--- config.mk ---
export PLATFORM = sky130hd
export DESIGN_NAME = torque_limit_control
export DESIGN_NICKNAME = d
export VERILOG_FILES = /design/src/rtl/limit_select.v /design/src/rtl/torque_limit_control.v
export VERILOG_INCLUDE_DIRS = /design/src /design/src/inc
export SDC_FILE = /design/constraint.sdc
export NUM_CORES = 1
export LEC_CHECK = 0
export BUFFER_PORTS_ARGS = -buffer_cell sky130_fd_sc_hd__buf_2
export CELL_PAD_IN_SITES_DETAIL_PLACEMENT = 1
export CELL_PAD_IN_SITES_GLOBAL_PLACEMENT = 1
export CORE_UTILIZATION = 45
export DETAILED_ROUTE_END_ITERATION = 16
export GPL_TIMING_DRIVEN = 0
export PLACE_DENSITY = 0.8
export SLEW_MARGIN = 0
export SYNTH_ARGS = -nofsm -noshare
export SYNTH_HDL_FRONTEND = slang
export SYNTH_HIERARCHICAL = 1
export SYNTH_SLANG_ARGS = --single-unit
--- constraint.sdc ---
create_clock -name pclk -period 4.3 [get_ports pclk]
set_input_delay 0.86 -clock pclk [delete_from_list [all_inputs] [get_ports pclk]]
set_output_delay 0.86 -clock pclk [all_outputs]
set_load 0.05 [all_outputs]
--- src/inc/torque_limit_regs.vh ---
// Register offsets, field positions, reset values and percent maximum of the torque limiter
`ifndef TORQUE_LIMIT_REGS_VH
`define TORQUE_LIMIT_REGS_VH
`define TL_FWD_INT_OFS 12'h000
`define TL_REV_INT_OFS 12'h004
`define TL_FWD_EXT_OFS 12'h008
`define TL_REV_EXT_OFS 12'h00C
`define TL_MAX_TRQ_OFS 12'h010
`define TL_SLOT_SEL_OFS 12'h014
`define TL_TRQ_REF_OFS 12'h018
`define TL_OTHER_OFS 12'h01C
`define TL_IN_MON_OFS 12'h020
`define TL_OUT_MON_OFS 12'h024
`define TL_IRQ_STAT_OFS 12'h028
`define TL_IRQ_MASK_OFS 12'h02C
`define TL_EFF_LIM_OFS 12'h030
`define TL_PCT_MAX 10'd800
`define TL_INT_RST 10'd800
`define TL_EXT_RST 10'd100
`define TL_MAXTRQ_RST 10'd800
`define TL_MON_FWD_BIT 6
`define TL_MON_REV_BIT 7
`define TL_IRQ_ON_BIT 0
`define TL_IRQ_OFF_BIT 1
`endif

--- src/rtl/limit_select.v ---
// Effective limit for one direction: internal, optional external, capped by motor maximum
`default_nettype none
`include "torque_limit_regs.vh"
module limit_select
(
	input wire pclk,
	input wire presetn,
	input wire [9:0] internal_pct,
	input wire [9:0] external_pct,
	input wire external_on,
	input wire [9:0] motor_max_pct,
	output reg [9:0] limit_r
);
	reg [9:0] pick;
	always @*
	begin
		pick = internal_pct;
		if (external_on && external_pct < pick)
			pick = external_pct;
		if (pick > motor_max_pct)
			pick = motor_max_pct;
	end
	always @(posedge pclk or negedge presetn)
	begin
		// Same as the reset state of the internal limit registers, so no false clamp after reset
		if (!presetn)
			limit_r <= `TL_INT_RST;
		else
			limit_r <= pick;
	end
endmodule
`default_nettype wire

--- src/rtl/torque_limit_control.v ---
// Torque limiter with external limit contacts, clamp flag routing and APB registers
//
// Functional notes
// - Forward and reverse internal limits, 0 to 800 percent, reset to 800.
// - All limits are percent of rated torque against the torque reference.
// - A limit above motor maximum torque is replaced by the maximum.
// - Limit-active output low while reference exceeds limit, high below.
// - Selector 0 routes flag nowhere; 1, 2, 3 to slots one to three.
// - Each output slot is the OR of all signals assigned to it.
// - Forward external limit applies while its active-low input is low.
// - Reverse external limit applies while its active-low input is low.
// - External limits 0 to 800 percent, reset to 100, used only when contact active.
// - Contact input states shown at monitor bits 6 and 7.
`default_nettype none
`include "torque_limit_regs.vh"
module torque_limit_control
(
	input wire pclk,
	input wire presetn,
	input wire psel,
	input wire penable,
	input wire pwrite,
	input wire [11:0] paddr,
	input wire [31:0] pwdata,
	output reg [31:0] prdata,
	output reg pready,
	output reg pslverr,
	input wire [10:0] torque_ref,
	input wire fwd_ext_limit_in_n,
	input wire rev_ext_limit_in_n,
	output reg torque_limit_active_out_n,
	output reg output_slot_one_n,
	output reg output_slot_two_n,
	output reg output_slot_three_n,
	output reg irq
);
	// ----------------------------------------
	// Registers
	// ----------------------------------------
	reg [9:0] fwd_internal_limit_r;
	reg [9:0] rev_internal_limit_r;
	reg [9:0] fwd_external_limit_r;
	reg [9:0] rev_external_limit_r;
	reg [9:0] motor_max_r;
	reg [1:0] limit_flag_slot_select_r;
	reg [2:0] other_slots_r;
	reg [1:0] irq_stat_r;
	reg [1:0] irq_mask_r;
	reg [1:0] fwd_sync_r;
	reg [1:0] rev_sync_r;
	reg clamp_r;
	wire [9:0] fwd_lim;
	wire [9:0] rev_lim;

	// Clamp writes to the legal percent range
	function [9:0] pct_clip;
		input [31:0] d;
		begin
			if (d[31:10] != 22'd0 || d[9:0] > `TL_PCT_MAX)
				pct_clip = `TL_PCT_MAX;
			else
				pct_clip = d[9:0];
		end
	endfunction

	function is_reg;
		input [11:0] a;
		begin
			is_reg = (a[1:0] == 2'b00) && (a <= `TL_EFF_LIM_OFS);
		end
	endfunction

	// Strict compare: a reference equal to the limit is not clamped
	function over_limit;
		input [10:0] mag;
		input [9:0] lim;
		begin
			over_limit = mag > {1'b0, lim};
		end
	endfunction

	// One-hot slot of the clamp flag; code 0 leaves every slot alone
	function [2:0] slot_onehot;
		input [1:0] sel;
		begin
			case (sel)
				2'd1: slot_onehot = 3'b001;
				2'd2: slot_onehot = 3'b010;
				2'd3: slot_onehot = 3'b100;
				default: slot_onehot = 3'b000;
			endcase
		end
	endfunction

	// ----------------------------------------
	// Contact inputs
	// ----------------------------------------
	// Two stages against metastability; logic reads only the second
	always @(posedge pclk or negedge presetn)
	begin
		if (!presetn)
		begin
			fwd_sync_r <= 2'b11;
			rev_sync_r <= 2'b11;
		end
		else
		begin
			fwd_sync_r <= {fwd_sync_r[0], fwd_ext_limit_in_n};
			rev_sync_r <= {rev_sync_r[0], rev_ext_limit_in_n};
		end
	end
	wire fwd_ext_on = ~fwd_sync_r[1];
	wire rev_ext_on = ~rev_sync_r[1];

	// ----------------------------------------
	// Limit selection
	// ----------------------------------------
	limit_select u_fwd
	(
		.pclk(pclk),
		.presetn(presetn),
		.internal_pct(fwd_internal_limit_r),
		.external_pct(fwd_external_limit_r),
		.external_on(fwd_ext_on),
		.motor_max_pct(motor_max_r),
		.limit_r(fwd_lim)
	);
	limit_select u_rev
	(
		.pclk(pclk),
		.presetn(presetn),
		.internal_pct(rev_internal_limit_r),
		.external_pct(rev_external_limit_r),
		.external_on(rev_ext_on),
		.motor_max_pct(motor_max_r),
		.limit_r(rev_lim)
	);

	// ----------------------------------------
	// Clamp detection and slot routing
	// ----------------------------------------
	// Signed reference in percent; negative values are reverse torque
	wire ref_neg = torque_ref[10];
	wire [10:0] ref_mag = ref_neg ? (~torque_ref + 11'd1) : torque_ref;
	wire fwd_over = over_limit(ref_mag, fwd_lim);
	wire rev_over = over_limit(ref_mag, rev_lim);
	wire clamp_nxt = ref_neg ? rev_over : fwd_over;
	wire [2:0] sel_onehot = slot_onehot(limit_flag_slot_select_r);
	wire [2:0] flag_route;
	genvar g;
	generate
		for (g = 0; g < 3; g = g + 1)
		begin : g_route
			assign flag_route[g] = clamp_r && sel_onehot[g];
		end
	endgenerate
	wire [2:0] slot_nxt = flag_route | other_slots_r;

	// ----------------------------------------
	// Outputs and events
	// ----------------------------------------
	always @(posedge pclk or negedge presetn)
	begin
		if (!presetn)
		begin
			clamp_r <= 1'b0;
			torque_limit_active_out_n <= 1'b1;
			output_slot_one_n <= 1'b1;
			output_slot_two_n <= 1'b1;
			output_slot_three_n <= 1'b1;
		end
		else
		begin
			clamp_r <= clamp_nxt;
			torque_limit_active_out_n <= ~clamp_r;
			output_slot_one_n <= ~slot_nxt[0];
			output_slot_two_n <= ~slot_nxt[1];
			output_slot_three_n <= ~slot_nxt[2];
		end
	end

	// ----------------------------------------
	// APB slave
	// ----------------------------------------
	wire acc = psel && penable && pready;
	wire wr = acc && pwrite && is_reg(paddr);
	wire rd_stat = acc && !pwrite && (paddr == `TL_IRQ_STAT_OFS);
	wire clamp_start = ~clamp_r & clamp_nxt;
	wire clamp_end = clamp_r & ~clamp_nxt;
	reg [1:0] ev;
	always @*
	begin
		ev = 2'b00;
		ev[`TL_IRQ_ON_BIT] = clamp_start;
		ev[`TL_IRQ_OFF_BIT] = clamp_end;
	end

	always @(posedge pclk or negedge presetn)
	begin
		if (!presetn)
		begin
			fwd_internal_limit_r <= `TL_INT_RST;
			rev_internal_limit_r <= `TL_INT_RST;
			fwd_external_limit_r <= `TL_EXT_RST;
			rev_external_limit_r <= `TL_EXT_RST;
			motor_max_r <= `TL_MAXTRQ_RST;
			limit_flag_slot_select_r <= 2'd0;
			other_slots_r <= 3'd0;
			irq_mask_r <= 2'd0;
		end
		else
		begin
			if (wr)
			begin
				case (paddr)
					`TL_FWD_INT_OFS: fwd_internal_limit_r <= pct_clip(pwdata);
					`TL_REV_INT_OFS: rev_internal_limit_r <= pct_clip(pwdata);
					`TL_FWD_EXT_OFS: fwd_external_limit_r <= pct_clip(pwdata);
					`TL_REV_EXT_OFS: rev_external_limit_r <= pct_clip(pwdata);
					`TL_MAX_TRQ_OFS: motor_max_r <= pct_clip(pwdata);
					`TL_SLOT_SEL_OFS: limit_flag_slot_select_r <= pwdata[1:0];
					`TL_OTHER_OFS: other_slots_r <= pwdata[2:0];
					`TL_IRQ_MASK_OFS: irq_mask_r <= pwdata[1:0];
					default: ;
				endcase
			end
		end
	end

	// ----------------------------------------
	// Interrupt status
	// ----------------------------------------
	// Read clear drops only the bits the read returned, so an event
	// in the capture cycle survives; new events win over the clear
	always @(posedge pclk or negedge presetn)
	begin
		if (!presetn)
			irq_stat_r <= 2'b00;
		else if (rd_stat)
			irq_stat_r <= (irq_stat_r & ~prdata[1:0]) | ev;
		else
			irq_stat_r <= irq_stat_r | ev;
	end

	// Level output, one cycle behind the status bits
	always @(posedge pclk or negedge presetn)
	begin
		if (!presetn)
			irq <= 1'b0;
		else
			irq <= |(irq_stat_r & irq_mask_r);
	end

	// ----------------------------------------
	// Read data
	// ----------------------------------------
	reg [31:0] rdata_nxt;
	always @*
	begin
		rdata_nxt = 32'h0000_0000;
		case (paddr)
			`TL_FWD_INT_OFS: rdata_nxt = {22'd0, fwd_internal_limit_r};
			`TL_REV_INT_OFS: rdata_nxt = {22'd0, rev_internal_limit_r};
			`TL_FWD_EXT_OFS: rdata_nxt = {22'd0, fwd_external_limit_r};
			`TL_REV_EXT_OFS: rdata_nxt = {22'd0, rev_external_limit_r};
			`TL_MAX_TRQ_OFS: rdata_nxt = {22'd0, motor_max_r};
			`TL_SLOT_SEL_OFS: rdata_nxt = {30'd0, limit_flag_slot_select_r};
			`TL_OTHER_OFS: rdata_nxt = {29'd0, other_slots_r};
			`TL_IN_MON_OFS:
			begin
				rdata_nxt[`TL_MON_FWD_BIT] = fwd_ext_on;
				rdata_nxt[`TL_MON_REV_BIT] = rev_ext_on;
			end
			`TL_OUT_MON_OFS: rdata_nxt = {28'd0, clamp_r, slot_nxt};
			`TL_IRQ_STAT_OFS: rdata_nxt = {30'd0, irq_stat_r};
			`TL_IRQ_MASK_OFS: rdata_nxt = {30'd0, irq_mask_r};
			`TL_EFF_LIM_OFS: rdata_nxt = {6'd0, rev_lim, 6'd0, fwd_lim};
			default: rdata_nxt = 32'h0000_0000;
		endcase
	end

	// ----------------------------------------
	// APB response
	// ----------------------------------------
	// One wait state: pready rises in the first access cycle's next edge
	always @(posedge pclk or negedge presetn)
	begin
		if (!presetn)
		begin
			pready <= 1'b0;
			pslverr <= 1'b0;
			prdata <= 32'h0000_0000;
		end
		else
		begin
			pready <= psel && penable && !pready;
			pslverr <= psel && penable && !pready && !is_reg(paddr);
			prdata <= (psel && penable && !pready && !pwrite) ? rdata_nxt : 32'h0000_0000;
		end
	end
endmodule
`default_nettype wire

---- After elaboration in Yosys (flattened, before gate mapping) ----
Cells that the tools add are included.
W data, S select, Z words.
word-level totals
  flip-flop bits (word level) ............. 123
  input port bits ......................... 62
  word-level logic and storage cells ...... 105
operators by class
  add/sub/neg operators ................... 1
  order comparisons ....................... 8
  bitwise logic cells ..................... 16
  equality and inequality tests ........... 14
  reductions and logical operators ........ 31
  muxes and demuxes ....................... 13
operator list
  kind                     number
  $pmux W18 S6             1
  $pmux W6 S11             1
  $eq A12 B6 Y1 const B    5
  $mux W10                 5
  $eq A12 B5 Y1 const B    3
  $mux W32                 1
  $eq A12 B4 Y1 const B    2
  $gt A11 B10 Y1           2
  $reduce_bool A22 Y1      1
  $gt A10 B10 Y1           2
  $lt A10 B10 Y1           2
  $reduce_and A2 Y1        8
  $logic_and A1 B1 Y1      15
  $pmux W2 S7              1
  $eq A12 B3 Y1 const B    1
  $le A12 B6 Y1 const B    1
  $logic_not A12 Y1        1
  $add A11 B1 Y11 const B  1
  $mux W11                 1
  $not A11 Y11             1
  $gt A10 B10 Y1 const B   1
  $pmux W3 S3              1
  $not A1 Y1               7
  $and A2 B2 Y2            2
  other kinds (12)         17

---- Longest topological paths before layout ----
Gate-level depths: netlist of the first run.
  word-level depth ........................ 9
  gate-level depth with buffers ........... 15
  gate-level depth less buffers ........... 13

---- Hierarchy ----
Netlist of the first run, hierarchy kept.
modules (own cells, without submodules)
  module                cells an instance  times used  seq. area each (um^2)  area an instance (um^2)
  torque_limit_control  479                1           2306.0                 4948.5
  limit_select (u_rev)  139                1           254.0                  1142.3
  limit_select (u_fwd)  135                1           254.0                  1111.1

---- Worst setup path before layout of the first run ----
Ideal clock, no wire load.
  path kind ............................... input -> register
  start point ............................. input port torque_ref[0]
  end point ............................... register irq_stat_r[1]
  slack ................................... 0.976 ns
  setup time .............................. 0.066 ns
  arrival time ............................ 3.258 ns
  path buffers ............................ 0
  stages on the path ...................... 12
  cells stage by stage .................... inv_1 > nand2_1 > or4b_2 > o41ai_1 > xnor2_1 > ha_1 > a21oi_1 > a21oi_1 > o31ai_1 > a41oi_1 > a211oi_1 > a22o_1
on the way
  word-level cells in the longest chain between the ends .. 9
ends and longest elaborated chain
  what                                    line                                                    source
  start, declared                         torque_limit_control.v:28                               input wire [10:0] torque_ref,
  $not A11 Y11                            torque_limit_control.v:144                              wire [10:0] ref_mag = ref_neg ? (~torque_ref + 11'd1) : torque_ref;
  $add A11 B1 Y11                         torque_limit_control.v:144
  $mux W11 (*)                            torque_limit_control.v:144
  $gt A11 B10 Y1                          torque_limit_control.v:78                               over_limit = mag > {1'b0, lim};
  $mux W1 (*)                             torque_limit_control.v:147                              wire clamp_nxt = ref_neg ? rev_over : fwd_over;
  $not A1 Y1 (*)                          torque_limit_control.v:189                              wire clamp_end = clamp_r & ~clamp_nxt;
  $and A1 B1 Y1 (*)                       torque_limit_control.v:189
  $or A2 B2 Y2, on equally long branches  torque_limit_control.v:242, torque_limit_control.v:240
  $mux W2 (*)                             torque_limit_control.v:239                              else if (rd_stat)
  end signal, assigned                    torque_limit_control.v:240                              irq_stat_r <= (irq_stat_r & ~prdata[1:0]) | ev;
  end signal, assigned                    torque_limit_control.v:242                              irq_stat_r <= irq_stat_r | ev;
  end, declared                           torque_limit_control.v:47                               reg [1:0] irq_stat_r;
Every way passes the cells marked *; elsewhere a longest branch is shown, timed or not.
A chain may end at the register's enable or synchronous reset.

---- Worst setup path in the final report of the first run ----
  start point ............................. register rev_internal_limit_r[5]
  end point ............................... register u_rev.limit_r[7]
on the way
  word-level cells in the longest chain between the ends .. 5
ends and longest elaborated chain
  what                    line                        source
  start, declared         torque_limit_control.v:41   reg [9:0] rev_internal_limit_r;
  start signal, assigned  torque_limit_control.v:203  rev_internal_limit_r <= `TL_INT_RST;
  start signal, assigned  torque_limit_control.v:217  `TL_REV_INT_OFS: rev_internal_limit_r <= pct_clip(pwdata);
  $lt A10 B10 Y1          limit_select.v:18           if (external_on && external_pct < pick)
  $logic_and A1 B1 Y1     limit_select.v:18
  $mux W10 (*)            limit_select.v:18
  $gt A10 B10 Y1          limit_select.v:20           if (pick > motor_max_pct)
  $mux W10 (*)            limit_select.v:20
  net u_rev.pick[7]       limit_select.v:14           reg [9:0] pick;
  end signal, assigned    limit_select.v:27           limit_r <= `TL_INT_RST;
  end signal, assigned    limit_select.v:29           limit_r <= pick;
  end, declared           limit_select.v:12           output reg [9:0] limit_r
Mark *: on every way through the listed nets, which the timed path passes. The rest lies on a longest branch.

==> results.md, run 1 <==
* Synth unique cells at 76
* Total Routed Length at 23300 microns
* Worst hold stages at 0
* CTS tree: yes
* Worst Slack Setup Final at 483 ps
* Core area at 15400 sq um
* Worst hold slack at 358 ps
* CP max-delay cell: dfstp_2
* Non-Filler Instances at 1080
* Setup WS pre-CTS at 88.8 ps
* Post-synth EDFFs at 0
* HP Class: reg2reg
* First-pass GRT wire length at 37100 microns
* Maxcap violations at 0
* DP Area at 7980 sq um
* Worst R2R Path Depth at 15
* Site Rows at 45
* Area Overhead vs Synth at 15.2%
* Fin area at 8290 sq um
* Slew headroom at 15.9%
* CTS resizes at 0
* VDD IR max at 0.190 mV
* Fmax at 262 MHz
* Longest Clk Path Bufs at 2
* Max-slew violation total from the final report at 0
* Placer Congestion at 0.910
* Sequential area share after synthesis at 39.1%
* FF+latch count, synth at 111
* Synth area leaders: dfrtp_1 28%, dfstp_2 11%, ha_1 10%
* Power Total at 2.19 mW
* Largest net degree at the start of global routing at 63
* CTS root buf: clkbuf_16
* Synth Warn # at 6
* Most frequent cell after synthesis: dfrtp_1
* Avg WL per Cell at 21.6 microns
* Die W at 129 microns
* RSZ-0062 raised after global routing: false
* Final ANT Viol Nets at 0
* Cell Chain, Critical Path: inv_1 > ha_1 > a21oi_1 > o21ai_0 > and2b_1 > clkbuf_1 > o21ai_0 > nand2_1 > ha_1 > nand3_1 > nor2_1 > a2111oi_2 > buf_4 > a2111oi_0 > a31oi_1
* Drt first pass iters at 5
* Drt initial violations at 514
* Worst-Skew Late Latency at 360 ps
* Tot GR Track Use at 29.7%
* Measured slew at the worst slew-check pin at 1250 ps
* Initial antenna violation count at 0
* PortBufs at 88
* Layout Nets at 985
* Critical path type: reg2reg
* HPWL after detailed placement at 18700 microns
* Top post-synthesis cells by count: 82 x dfrtp_1, 69 x inv_1, 59 x ha_1, 53 x nand2_1, 45 x nor2_1
* WP data required at 4520 ps
* Asr flop ratio synth at 100%
* Final Hold Fails at 0
* Global route overflow at 0
* Num CTS Buffers at 9
* Die height at 129 microns
* Post-synth top area share at 28.5%
* Stages on worst setup path at 15
* Final period utilization at 88.8%
* Starting density of the core at 46.7%
* Mapped Cells at 753
* Dpl cells at 1064
* CP endpoint kind: register
* Main synth FF type: dfrtp_1
* Cell taking the most area after synthesis: dfrtp_1
* Vias at 6450
* Vias in the first global route at 6833
* Critical Path Start Type: register
* Die ar. at 16500 sq um
* Worst-path clk slew at 80 ps
* PwrDens at 264 nW/um^2
* Fillcell total at 1854
* Delay-heaviest family, CP: compound AO/OA/AOI/OAI gates
* Clock sink total at 111
* Layout Utilization at 53.8%
* CTS Hold Bufs at 0
* Clock skew at 10.1 ps
* Leak pwr at 3.84 nW
* Post-CTS setup buffer count at 0
* Antenna Cells at 0
* Buf/Inv on CP at 3
* Via-to-Cell Ratio at 5.97
* Sum of negative setup slack at 0 ps
* Final-report setup violation count at 0
* CP max stage delay at 590 ps
* Tmin final at 3820 ps
* H-tree depth at 3
* Avg Inst Size Synth at 9.56 sq um
* IO Pins at 101
* CP arrival at 4030 ps
* Outcome: completed
* Critical path peak fanout at 10
* DRC violations left at 0
* Cell Area, Synth at 7200 sq um
* Layout cell share with drive strength beyond 1 at 26.2%
registers in the layout (all words and copies together) (netlist names), 3 cells and up:
| signal | count |
|---|---|
| fwd_internal_limit_r | 10 |
| rev_internal_limit_r | 10 |
| other_slots_r | 3 |
| u_rev/limit_r | 10 |
| u_fwd/limit_r | 10 |
| rev_external_limit_r | 10 |
| motor_max_r | 10 |
| fwd_external_limit_r | 10 |
| prdata | 20 |
power breakdown:
part	switching, mW	internal [mW]	leakage, nW
registers	0.00748	1.06	1.41
clock network	0.403	0.488	0.152
logic	0.154	0.0807	2.27
total	0.564	1.62	3.84
cell families after synthesis:
| group | synth area share [%] |
|---|---|
| simple gates | 16.5 |
| compound gates | 18.1 |
| buf+inv | 7.37 |
| flops | 39.1 |
| fa+ha+maj | 10.3 |
| mux | 7.68 |
| xor+xnor | 0.973 |
| other cells | 0.0521 |
worst paths after layout:
path / end / startpoint / slack (ps)
worst max register to register: u_rev/limit_r[7] / rev_internal_limit_r[5] / 480
worst min register to register: rev_sync_r[1] / rev_sync_r[0] / 360
worst max-delay path: u_rev/limit_r[7] / rev_internal_limit_r[5] / 480
worst min-delay path: rev_sync_r[1] / rev_sync_r[0] / 360
max in group asynchronous: motor_max_r[5] / presetn / 3000
min in group asynchronous: prdata[1] / presetn / 520
area by class of cell:
class | count | area (sq um) | area share, %
clock buffer | 11 | 253 | 3.05
inverter | 70 | 263 | 3.17
clock inverter | 5 | 63.8 | 0.769
multi-input combinational | 539 | 3900 | 47.0
timing repair buffer | 89 | 470 | 5.67
tap | 211 | 264 | 3.18
sequential | 111 | 2810 | 33.9
buffer | 44 | 268 | 3.23
cell usage in the layout, fill, tap and decap left out, types with 6 or more instances in the layout:
cell and count:
a2111oi_0 10, a211oi_1 13, a21o_1 11, a21oi_1 41, a22oi_1 6, a31oi_1 29
and2_1 10, buf_2 97, buf_4 19, clkbuf_1 8, clkbuf_16 9, conb_1 12
dfrtp_1 82, dfstp_2 29, ha_1 59, inv_1 69, mux2_2 37, mux2i_1 8
nand2_1 53, nand2b_1 10, nand3_1 31, nand4_1 8, nor2_1 45, nor3_1 15
nor4_1 7, o21ai_0 24, o21ai_1 12, xnor2_1 8
layer usage:
| layer | routed length, microns | global-route usage (%) | vias to the layer above | share of wire (%) |
|---|---|---|---|---|
| met5 | 0 | 0 | - | 0 |
| met4 | 787 | 11.8 | 0 | 3.4 |
| met3 | 1350 | 3.45 | 49 | 5.8 |
| met2 | 11200 | 50.3 | 266 | 48 |
| met1 | 9950 | 38.7 | 3204 | 43 |
| li1 | - | - | 2931 | - |
worst reg2reg max path, delay by kind of cell, from the launching register on:
kind	cells	cell delay [ps]
AOI/OAI and AO/OA	6	1300
adders and majority gates	2	660
buffers and inverters	3	470
DFF	1	590
and+or+nand+nor	4	660
Note: power is estimated with default switching activity, not from simulation.
==> run 2: changes to the inputs <==
PLACE_DENSITY = 0.85   (was 0.8)
==> results.md, run 2 (synthesis gave the netlist of run 1 again) <==
* Outcome: completed
* Vias in the first global route at 6579
* Antenna Cells at 0
* Final-report setup violation count at 0
* Global route overflow at 0
* Worst R2R Path Depth at 15
* Drt first pass iters at 6
* RSZ-0062 raised after global routing: false
* PortBufs at 88
* First-pass GRT wire length at 35300 microns
* Worst hold stages at 0
* CTS Hold Bufs at 0
* CTS root buf: clkbuf_16
* Largest Register: prdata
* Commonest non-fill, non-tap cells in the layout: 97 x buf_2, 82 x dfrtp_1, 69 x inv_1
* Starting density of the core at 46.7%
* Tot GR Track Use at 28.4%
* Critical path peak fanout at 10
* Total Routed Length at 22500 microns
* Avg WL per Cell at 20.8 microns
* IO Pins at 101
* Layout Nets at 985
* Most common cell after layout, fill and taps aside: buf_2
* HPWL after detailed placement at 17500 microns
* CTS resizes at 0
* Vias at 6333
* Post-CTS setup buffer count at 0
* VDD IR max at 0.187 mV
* Max-slew violation total from the final report at 0
* Layout Utilization at 53.6%
* Largest net degree at the start of global routing at 59
* Measured slew at the worst slew-check pin at 1030 ps
* Worst R2R Start: fwd_internal_limit_r[8]
* Final Hold Fails at 0
* CP arrival at 4010 ps
* Die W at 129 microns
* Slew headroom at 31.1%
* Hold_sp: rev_sync_r[0]
* DP Area at 7980 sq um
* Critical path type: reg2reg
* Initial antenna violation count at 0
* Leak pwr at 3.83 nW
* CP endpoint kind: register
* WP data required at 4550 ps
* Critical Path Start Type: register
* CTS tree: yes
* Layout cell share with drive strength beyond 1 at 26.1%
* Maxcap violations at 0
* Worst-path clk slew at 70 ps
* Fmax at 266 MHz
* Clock skew at 11.2 ps
* Placer Congestion at 0.924
* Max FFs per register at 20
* DRC violations left at 0
* Worst Slack Setup Final at 539 ps
* HP Class: reg2reg
* Drt initial violations at 499
* Final period utilization at 87.5%
* Worst-Skew Late Latency at 360 ps
* PwrDens at 258 nW/um^2
* Clock sink total at 111
* Setup WS pre-CTS at 268 ps
* Num CTS Buffers at 9
* Die height at 129 microns
* H-tree depth at 3
* Via-to-Cell Ratio at 5.86
* Die ar. at 16500 sq um
* Longest Clk Path Bufs at 2
* CP startpoint: fwd_internal_limit_r[8]
* Sum of negative setup slack at 0 ps
* Final ANT Viol Nets at 0
* Area Overhead vs Synth at 14.9%
* Fin area at 8270 sq um
* Tmin final at 3760 ps
* Site Rows at 45
* Core area at 15400 sq um
-- run 2: worst max-delay path: stages (launching register included) --
cell	delay [ps]
dfstp_2	590
inv_1	60
ha_1	300
nand4_1	160
or2_4	310
o211a_1	230
buf_2	190
nand3_1	130
nand2_1	70
ha_1	330
nand4_1	150
nor3_2	290
and3_1	230
buf_2	250
a211oi_1	90
a31oi_1	260
-- run 2: cell type report --
type	instances	area [sq um]
Buffer	44	268
Clock buffer	13	270
Clock inverter	3	26.3
Fill cell	1836	7150
Inverter	70	263
Multi-Input combinational cell	539	3900
Sequential cell	111	2810
Tap cell	211	264
Timing Repair Buffer	89	470
-- run 2: report_power, final --
part	total (mW)	switching (mW)	leakage (nW)	internal, mW
sequential	1.06	0.00728	1.41	1.06
clock	0.835	0.389	0.146	0.446
combinational	0.233	0.153	2.27	0.0801
total	2.13	0.549	3.83	1.58
-- run 2: routing by layer --
| layer | global-route usage [%] | wire length, microns | vias to the layer above |
|---|---|---|---|
| li1 | - | - | 2923 |
| met3 | 5.45 | 1240 | 35 |
| met1 | 36.8 | 9920 | 3162 |
| met4 | 11.1 | 668 | 0 |
| met5 | 0 | 0 | - |
| met2 | 47.0 | 10600 | 213 |
-- run 2: final timing paths --
kind	endpoint	slack [ps]
min	rev_sync_r[1]	360
min in group asynchronous	irq	540
max	u_fwd/limit_r[7]	540
max in group asynchronous	u_rev/limit_r[5]	2990
min reg2reg	rev_sync_r[1]	360
max reg2reg	u_fwd/limit_r[7]	540
-- run 2: stage by stage --
step                      hold WS, ps  cells  power (mW)
after floorplan                   345    764        1.22
after CTS                         360   1080        2.15
after detailed placement          349   1064        1.31
after global routing              361   1080        2.20
final                             360   1080        2.13
after global placement            346   1063        1.30
